$ cat src/smc_pkg.sv
// package for the static memory port controller: types, field layouts, reset values
package smc_pkg;

  // bank configuration field layout (16-bit register image)
  localparam int unsigned BLEN_LSB  = 8;
  localparam int unsigned BLEN_W    = 7;
  localparam int unsigned EREN_BIT  = 7;
  localparam int unsigned ISYN_BIT  = 6;
  localparam int unsigned BEN_BIT   = 5;
  localparam int unsigned CLEN_LSB  = 2;
  localparam int unsigned CLEN_W    = 3;

  // reset values of the bank configuration registers and second bank base
  localparam logic [15:0] BANK0_CFG_RST = 16'h7f3d;
  localparam logic [15:0] BANK1_CFG_RST = 16'h0001;
  localparam logic [15:0] BASE1_RST     = 16'h0000;

  // address geometry
  localparam int unsigned EXT_ADDR_W   = 22;  // external address lines carry ahb bits 22:1
  localparam int unsigned SPACE_MSB    = 22;  // 8 MB space
  localparam int unsigned LEN_LSB      = 16;  // bank size granule 64 KB
  localparam int unsigned BASE_LSB     = 11;  // base granule 2 KB
  localparam int unsigned BASE_FIELD_W = 12;

  // ahb encodings
  localparam logic [1:0] HTRANS_NONSEQ = 2'h2;
  localparam logic [1:0] HTRANS_SEQ    = 2'h3;
  localparam logic [2:0] HSIZE_BYTE    = 3'h0;
  localparam logic [2:0] HSIZE_HALF    = 3'h1;
  localparam logic [2:0] HSIZE_WORD    = 3'h2;
  localparam logic [1:0] HRESP_OKAY    = 2'h0;
  localparam logic [1:0] HRESP_ERROR   = 2'h1;

  typedef enum logic [2:0] {
    SMC_IDLE   = 3'b000,
    SMC_ACTIVE = 3'b001,
    SMC_HOLD   = 3'b010,
    SMC_ERR1   = 3'b011,
    SMC_ERR2   = 3'b100
  } smc_state_t;

  // per-bank settings decoded from a configuration word
  typedef struct packed {
    logic [6:0] blen;
    logic       eren;
    logic       isyn;
    logic       en;
    logic [2:0] clen;
  } smc_bank_cfg_t;

  // external memory pins
  typedef struct packed {
    logic [21:0] addr;
    logic [15:0] wdata;
    logic        wdata_oe;
    logic        cs_first_n;
    logic        cs_second_n;
    logic        read_strobe_n;
    logic [1:0]  byte_we_n;
  } smc_ext_out_t;

endpackage : smc_pkg

$ cat src/smc_bank_decode.sv
// one bank's address window check and configuration unpacking
`timescale 1ns/100ps
module smc_bank_decode #(
  parameter bit HAS_BASE = 1'b0
) (
  // configuration
  input  wire logic [15:0]            cfg_word,
  input  wire logic [15:0]            base_word,
  // address under test
  input  wire logic [31:0]            haddr,
  // result
  output smc_pkg::smc_bank_cfg_t      cfg,
  output logic                        hit
);
  import smc_pkg::*;

  logic [SPACE_MSB:0] start_addr;
  logic [SPACE_MSB:0] offset;
  logic [SPACE_MSB:0] span;

  always_comb begin
    cfg.blen = cfg_word[BLEN_LSB +: BLEN_W];
    cfg.eren = cfg_word[EREN_BIT];
    cfg.isyn = cfg_word[ISYN_BIT];
    cfg.en   = cfg_word[BEN_BIT];
    cfg.clen = cfg_word[CLEN_LSB +: CLEN_W];
    // base: 12 field bits then eleven zeros; first bank fixed at zero
    start_addr = HAS_BASE ? {base_word[BASE_FIELD_W-1:0], 11'h000} : 23'h000000;
    offset     = haddr[SPACE_MSB:0] - start_addr;
    // size is (blen+1) * 64 KB
    span       = {cfg.blen, 16'h0000} + 23'h010000;
    // offset compare wraps inside the 8 MB space; a full 8 MB span wraps to zero
    hit = (haddr[31:SPACE_MSB+1] == 9'h000) && ((cfg.blen == 7'h7f) || (offset < span));
  end

endmodule : smc_bank_decode

$ cat src/smc_static_memory_port.sv
// ahb to 16-bit external static memory controller with two chip-select banks
`timescale 1ns/100ps
module smc_static_memory_port (
  // clock and reset
  input  wire logic                   core_clk,
  input  wire logic                   rst_b,
  // ahb slave
  input  wire logic                   hsel,
  input  wire logic [31:0]            haddr,
  input  wire logic [1:0]             htrans,
  input  wire logic                   hwrite,
  input  wire logic [2:0]             hsize,
  input  wire logic [31:0]            hwdata,
  input  wire logic                   hready_in,
  output logic [31:0]                 hrdata,
  output logic                        hready_out,
  output logic [1:0]                  hresp,
  // configuration, held by the peripheral bus block
  input  wire logic [15:0]            bank_config_register_0,
  input  wire logic [15:0]            bank_config_register_1,
  input  wire logic [15:0]            second_bank_base,
  // external memory
  output smc_pkg::smc_ext_out_t       ext_out,
  input  wire logic [15:0]            ext_rdata,
  input  wire logic                   ext_ready
);
  import smc_pkg::*;

  typedef struct packed {
    smc_state_t   state;
    logic         bank;       // 0 first, 1 second
    logic         write;
    logic [2:0]   size;
    logic [31:0]  addr;
    logic [31:0]  rdata;
    logic [15:0]  wdata;
    logic [3:0]   count;
    logic         second;     // on the high half of a word access
    logic         data_ph;    // write data must still be captured from hwdata
    logic         rdy_s1;
    logic         rdy_s2;
    logic         rdy_q;
    smc_ext_out_t ext;
    logic         ready;
    logic [1:0]   resp;
  } smc_regs_t;

  smc_regs_t     r;
  smc_regs_t     next_r;
  smc_bank_cfg_t cfg0;
  smc_bank_cfg_t cfg1;
  smc_bank_cfg_t cur;
  logic          hit0;
  logic          hit1;
  logic          take;
  logic          rdy_sel;
  logic          end_ok;
  logic [1:0]    lane_we_n;

  smc_bank_decode #(.HAS_BASE(1'b0)) u_bank0 (
    .cfg_word  (bank_config_register_0),
    .base_word (16'h0000),
    .haddr     (haddr),
    .cfg       (cfg0),
    .hit       (hit0)
  );

  smc_bank_decode #(.HAS_BASE(1'b1)) u_bank1 (
    .cfg_word  (bank_config_register_1),
    .base_word (second_bank_base),
    .haddr     (haddr),
    .cfg       (cfg1),
    .hit       (hit1)
  );

  assign cur        = r.bank ? cfg1 : cfg0;
  assign hready_out = r.ready;
  assign hresp      = r.resp;
  assign hrdata     = r.rdata;
  assign ext_out    = r.ext;

  always_comb begin
    next_r    = r;
    take      = hsel && hready_in && (htrans == HTRANS_NONSEQ || htrans == HTRANS_SEQ);
    // synchronised ready uses the two-stage copy, otherwise the raw pin is sampled once
    rdy_sel   = cur.isyn ? r.rdy_s2 : r.rdy_q;
    // wait states first, then ready if enabled
    end_ok    = (r.count == 4'h0) && (!cur.eren || rdy_sel);
    lane_we_n = 2'b11;

    next_r.rdy_s1 = ext_ready;
    next_r.rdy_s2 = r.rdy_s1;
    next_r.rdy_q  = ext_ready;

    case (r.state)
      SMC_IDLE: begin
        next_r.ready = 1'b1;
        next_r.resp  = HRESP_OKAY;
        if (take) begin
          next_r.write   = hwrite;
          next_r.size    = hsize;
          next_r.addr    = haddr;
          next_r.second  = 1'b0;
          next_r.data_ph = hwrite;
          next_r.ready   = 1'b0;
          if (hit0 && cfg0.en) begin
            next_r.bank = 1'b0;
          end else if (hit1 && cfg1.en) begin
            next_r.bank = 1'b1;
          end else begin
            // unmapped or disabled: no strobe, two-cycle error answer
            next_r.state = SMC_ERR1;
          end
          if ((hit0 && cfg0.en) || (hit1 && cfg1.en)) begin
            next_r.state             = SMC_ACTIVE;
            // reads count one clock more: read strobe spans wait+2, write strobe wait+1
            next_r.count             = {1'b0, ((hit0 && cfg0.en) ? cfg0.clen : cfg1.clen)}
                                       + {3'h0, !hwrite};
            // word access starts on the low halfword
            next_r.ext.addr          = {haddr[SPACE_MSB:2], haddr[1] & (hsize != HSIZE_WORD)};
            // a write opens its select together with the strobes: no setup clock
            next_r.ext.cs_first_n    = !(hit0 && cfg0.en) || hwrite;
            next_r.ext.cs_second_n   = (hit0 && cfg0.en) || hwrite;
            next_r.ext.read_strobe_n = hwrite;
            next_r.ext.byte_we_n     = 2'b11;
          end
        end
      end
      SMC_ACTIVE: begin
        if (r.data_ph) begin
          // write data arrives in the ahb data phase; strobes open with it
          next_r.data_ph      = 1'b0;
          next_r.wdata        = hwdata[31:16];
          next_r.ext.wdata    = (r.size == HSIZE_WORD || !r.addr[1]) ? hwdata[15:0]
                                                                    : hwdata[31:16];
          next_r.ext.wdata_oe = 1'b1;
          next_r.ext.cs_first_n  = r.bank;
          next_r.ext.cs_second_n = !r.bank;
          if (r.size == HSIZE_BYTE) begin
            lane_we_n[r.addr[0]] = 1'b0;
          end else begin
            lane_we_n = 2'b00;
          end
          next_r.ext.byte_we_n = lane_we_n;
        end else if (end_ok) begin
          if (!r.write && !r.second) begin
            // low half sampled at the last strobe clock, wait+2 after its address
            next_r.rdata = {ext_rdata, ext_rdata};
          end
          if (r.write) begin
            next_r.ext.byte_we_n = 2'b11;
            next_r.state         = SMC_HOLD;
          end else if (r.size == HSIZE_WORD && !r.second) begin
            // select stays low, only address line zero moves
            next_r.second          = 1'b1;
            next_r.ext.addr[0]     = 1'b1;
            // high half is sampled one clock before its select time ends
            next_r.count           = {1'b0, cur.clen} + 4'h1;
          end else begin
            next_r.ext.cs_first_n    = 1'b1;
            next_r.ext.cs_second_n   = 1'b1;
            next_r.ext.read_strobe_n = 1'b1;
            next_r.ready             = 1'b1;
            next_r.state             = SMC_IDLE;
          end
        end else if (r.count != 4'h0) begin
          if (!r.write && r.second) begin
            // last capture falls wait+1 clocks after the high address
            next_r.rdata[31:16] = ext_rdata;
          end
          next_r.count = r.count - 4'h1;
        end
      end
      SMC_HOLD: begin
        // one hold clock with select low and data driven
        if (r.size == HSIZE_WORD && !r.second) begin
          next_r.second         = 1'b1;
          next_r.ext.addr[0]    = 1'b1;
          next_r.ext.wdata      = r.wdata;
          next_r.ext.byte_we_n  = 2'b00;
          next_r.count          = {1'b0, cur.clen};
          next_r.state          = SMC_ACTIVE;
        end else begin
          next_r.ext.cs_first_n  = 1'b1;
          next_r.ext.cs_second_n = 1'b1;
          next_r.ext.wdata_oe    = 1'b0;
          next_r.ready           = 1'b1;
          next_r.resp            = HRESP_OKAY;
          next_r.state           = SMC_IDLE;
        end
      end
      SMC_ERR1: begin
        next_r.resp  = HRESP_ERROR;
        next_r.state = SMC_ERR2;
      end
      SMC_ERR2: begin
        next_r.ready = 1'b1;
        next_r.state = SMC_IDLE;
      end
      default: begin
        next_r.state = SMC_IDLE;
      end
    endcase
  end

  always_ff @(posedge core_clk) begin
    if (!rst_b) begin
      r                   <= '0;
      r.state             <= SMC_IDLE;
      r.ready             <= 1'b1;
      r.resp              <= HRESP_OKAY;
      r.ext.cs_first_n    <= 1'b1;
      r.ext.cs_second_n   <= 1'b1;
      r.ext.read_strobe_n <= 1'b1;
      r.ext.byte_we_n     <= 2'b11;
    end else begin
      r <= next_r;
    end
  end

endmodule : smc_static_memory_port

$ cat config.mk
export PLATFORM = sky130hd
export DESIGN_NAME = smc_static_memory_port
export DESIGN_NICKNAME = d
export VERILOG_FILES = /design/src/smc_pkg.sv /design/src/smc_bank_decode.sv /design/src/smc_static_memory_port.sv
export SDC_FILE = /design/constraint.sdc
export NUM_CORES = 1
export LEC_CHECK = 0
export BUFFER_PORTS_ARGS = -buffer_cell sky130_fd_sc_hd__buf_2
export CORE_MARGIN = 5
export CORE_UTILIZATION = 25
export DETAILED_ROUTE_END_ITERATION = 6
export HOLD_SLACK_MARGIN = 0.03
export PLACE_DENSITY_LB_ADDON = 0.05
export SKIP_LAST_GASP = 1
export SLEW_MARGIN = 10
export SYNTH_ARGS = -nofsm -noshare
export SYNTH_HDL_FRONTEND = slang
export SYNTH_SLANG_ARGS = --single-unit
$ cat constraint.sdc
create_clock -name core_clk -period 7.8 [get_ports core_clk]
set_input_delay 1.56 -clock core_clk [delete_from_list [all_inputs] [get_ports core_clk]]
set_output_delay 1.56 -clock core_clk [all_outputs]
set_load 0.005 [all_outputs]
# == Word level (Yosys, flattened, before mapping) ==
# Index checks and enable logic that the tools add are counted.
# word_totals
reg_bits,143
inputBits,139
wordCells,188
# op_classes
addsub,6
order_cmp,4
n_eq_ne,31
muxes,64
n_bitwise,3
n_reduce_logical,57
# op_table
cell,n
$mux W16,4
$add A23 B17 Y23 const B,2
$lt A23 B23 Y1,2
$mux W40,1
$mux W3,12
$mux W17,2
$pmux W17 S2,1
$mux W32,1
$ne A3 B3 Y1 const B,10
$mux W5,5
$mux W6,4
$sub A23 B23 Y23,1
$reduce_and A7 Y1,3
$ne A2 B2 Y1 const B,10
$pmux W2 S3,3
$reduce_and A6 Y1,3
$mux W1,16
$reduce_and A8 Y1,2
$pmux W5 S3,1
$eq A7 B7 Y1 const B,2
$mux W4,3
$pmux W3 S4,1
$reduce_and A3 Y1,4
$logic_and A1 B1 Y1,11
other kinds (30),61

# == Logic depth before layout (Yosys ltp) ==
# depth
depth_word,10
depth_mapped,18
ltp_nobuf,17

# == By module ==
# A second synthesis with hierarchy kept.
# hier_totals
hier_cells,837
hier_area_um2,6852.8
# by_module_without_submodules
mod,n_inst,cells_each,area_per_inst_um2,seq_area_each_um2
smc_static_memory_port,1,691,5773.0,2242.2
smc_bank_decode (u_bank1),1,100,735.7,0.0
smc_bank_decode (u_bank0),1,46,344.1,0.0

# == Worst setup path before layout ==
# No wires, ideal clock.
# synth_timing
path_kind,in2reg
from,in second_bank_base[4]
to,reg r (netlist bit ext_out[0])
setup_ns,0.072
t_arrival_ns,4.636
required_ns,7.728
setup_slack_ns,3.093
cell_stages,16
path_cell_list,inv_1 > ha_1 > a21o_1 > a21oi_1 > o21ai_0 > a41o_1 > o311a_1 > a21oi_1 > ha_1 > a21oi_1 > a21boi_0 > o31ai_1 > nand3_1 > o211a_2 > nor3_2 > mux2i_1
# synth_via
elab_chain_len,8
# synth_lines
item,line_no,text
"start, declared",smc_static_memory_port.sv:21,"input wire logic [15:0] second_bank_base,"
$sub A23 B23 Y23,smc_bank_decode.sv:29,offset = haddr[SPACE_MSB:0] - start_addr;
$lt A23 B23 Y1,smc_bank_decode.sv:33,hit = (haddr[31:SPACE_MSB+1] == 9'h000) && ((cfg.blen == 7'h7f) || (offset < span));
$logic_or A1 B1 Y1,smc_bank_decode.sv:33,
$logic_and A1 B1 Y1,smc_bank_decode.sv:33,
$logic_and A1 B1 Y1,smc_static_memory_port.sv:114,if ((hit0 && cfg0.en) || (hit1 && cfg1.en)) begin
$logic_or A1 B1 Y1,smc_static_memory_port.sv:114,
$ne A2 B2 Y1 (no line),n/a,
$reduce_and A6 Y1 (no line),n/a,
"end signal, assigned",smc_static_memory_port.sv:217,r <= next_r;
"end, declared",smc_static_memory_port.sv:48,smc_regs_t r;
# No other way between the ends.
# A chain may end at the register's enable or synchronous reset.

# == Final worst setup path ==
# layout_timing
from,in haddr[13]
to,reg r (netlist bit ext_out[4])
# layout_via
elab_chain_len,9
word_cells_on_any_way,17
cone_classes,add/sub (1); order compare (2); eq/ne (1); mux (3); reduce/logical (10)
# layout_lines
item,line_no,text
"start, declared",smc_static_memory_port.sv:9,"input wire logic [31:0] haddr,"
"parallel branches: the longest is 9 deep, another holds $sub A23 B23 Y23",n/a,
# Several ways; the timed one is not identified. The select of a mux whose other input is x is not followed.

==> metrics.txt <==
outcome=finished, final reports clean; largest net degree at the start of global routing=79; Worst Clk Skew=0.00989 ns; Synth top cells by count=dfxtp_1, nand2_1, nor2_1; drt initial violations=234; core area=25,900 um^2; die area=29,400 um^2; top-count cell post-synth=dfxtp_1; Pleak=3.48 nW; Congestion Overflow GR=0; Detail Route Antenna Nets=0; Synth area leader=dfxtp_1; first-pass GRT wire length=31.6 mm; number of fill cells=2,888; row count=59; Worst Hold Class=flip-flop to flip-flop; Area Overhead vs Synth=16.0%; worst-path fanout max=8; clk root buf=clkbuf_16; Final setup viols=0; H-tree depth=3; drt pass-1 iters=4; layout cells sized above 1=27.8%; unrepaired setup endpoints after global routing=no; fin crit period=5.13 ns; YS warnings=0; TritonCTS clock tree=done; final period utilization=65.8%; #FFs+latches synth=112; initial antenna violation count=5; Die Y=172 um; vias in the first global route=5,832; Max clock buf depth=2; max-slew violations=0; async set or reset register ratio after synthesis=0%; gr usage total=13.5%; max cap viols=0; share of the synthesized area in the top cell type=34.4%; power per cell area=163 nW/um^2; final setup margin=2.67 ns; Routed WL=20.6 mm; Post-CTS Repair Setup Buffers=0; Tot Pwr=1.24 mW; number of flops mapped to enable cells by yosys=0; Worst Path Arrival=5.37 ns; I/O Buffers=205; nets=1,085; Final Hold Violating Endpoints=0; Mapped Area=6530 um^2; maximum operating frequency=195 MHz; Hold Slack=0.460 ns; Yosys cell types=68; detailed placement HPWL=15.3 mm; element type at the critical path start=primary input; Ports=218; worst slack at placement=2.25 ns; critical path endpoint category=flip-flop; slew margin rel.=32.0%; CTS clk-pin slew, worst paths=0.07 ns; synthesized net count=981; Initial Utilization=25.2%; sequential area share after synthesis=34.4%; VDD IR max=81.4 uV; vias per std cell=4.64; drt drc=0; worst skew pair latency=0.36 ns; Setup TNS=0 ns; cts hold-fix bufs=0; Syn Area/Cell=8.03 um^2; Req. time, crit path=8.04 ns; Synth Flop Type=dfxtp_1; Tightest Pin Transition=1.02 ns; DR vias=5,846; Mapped Cells=813; die width=172 um; CTS Sinks=112; fin util=29.2%; synth top area cells=dfxtp_1, buf_4, a21oi_1; GPL Wtd Cong=0.757; post-CTS resize count=0; CTS Buf Count=9; Avg WL per Cell=16.3 um; WS Path Type=primary input to flip-flop
power by group:
group          total (mW)  switching [mW]  internal (mW)
Clock               0.460           0.229          0.231
Sequential          0.587         0.00757          0.580
Combinational       0.190           0.108         0.0824
placed cells by master, fill, tap and decap left out, types with 10 or more instances in the layout:
cell and instances:
buf_2 205, dfxtp_1 112, nand2_1 90, nor2_1 87, a21oi_1 83, nand3_1 51
mux2i_1 39, o21ai_0 37, ha_1 29, inv_1 21, a311oi_1 17, buf_4 10
routing by layer:
metal | wire length (um) | global-route usage (%) | vias to the layer above
met3 | 1500 | 4.09 | 21
met5 | 46 | 0 | -
met2 | 9480 | 22.0 | 152
met1 | 9330 | 17.7 | 2681
li1 | - | - | 2984
met4 | 207 | 3.13 | 8
worst max-delay path, stage by stage:
cell and delay (ns):
buf_2 0.11, ha_1 0.29, nand2_1 0.05, o21ai_0 0.37, nand2_1 0.09, o21ai_0 0.35
a41o_1 0.33, o311a_1 0.17, a21oi_1 0.05, ha_1 0.33, a21oi_1 0.14, a21boi_0 0.10
o31ai_1 0.31, nand3_1 0.26, o211ai_2 0.42, a21boi_1 0.11, a311o_1 0.33
area by class of cell:
type / instances / area, um^2 / share of cell area [%]
Antenna cell: 2 / 5.00 / 0.0661
Clock buffer: 12 / 246 / 3.25
Clock inverter: 4 / 37.5 / 0.496
Inverter: 22 / 83.8 / 1.11
Multi-Input combinational cell: 557 / 3440 / 45.4
Sequential cell: 112 / 2240 / 29.6
Tap cell: 335 / 419 / 5.53
Timing Repair Buffer: 215 / 1100 / 14.5
metrics by stage:
step / cell area, um^2 / std cells
2_1_floorplan: 6530 / 813
3_3_place_gp: 7280 / 1241
3_5_place_dp: 7280 / 1241
4_1_cts: 7570 / 1257
5_1_grt: 7570 / 1258
6_report: 7570 / 1259
worst paths after layout:
check | startpoint | end | slack (ns) | cells past startpoint
max | haddr[13] | ext_out[4]$_SDFFE_PN1P_ | 2.67 | 17
min | r[57]$_SDFFE_PN0P_ | r[57]$_SDFFE_PN0P_ | 0.46 | 2
max reg2reg | r[52]$_SDFFE_PN0P_ | hrdata[16]$_SDFFE_PN0P_ | 5.05 | 8
min reg2reg | r[57]$_SDFFE_PN0P_ | r[57]$_SDFFE_PN0P_ | 0.46 | 2
kinds of logic (layout without fill, tap and decap cells):
group                      after synthesis  count (layout)  synth area share, %
AOI/OAI and AO/OA                      187             187                 17.8
muxes                                   45              45                 7.02
and+or+nand+nor                        277             277                 19.7
other                                    1               3               0.0575
buffers and inverters                  144             253                 13.1
DFF                                    112             112                 34.4
adders and majority gates               29              29                 5.56
xor gates and xnor gates                18              18                 2.42
flip-flops by register name, indices dropped and copies added (netlist names):
signal,flops
ext_out,44
hrdata,32
hready_out,1
hresp,1
r,34
Power figures use the tool's default switching activity.
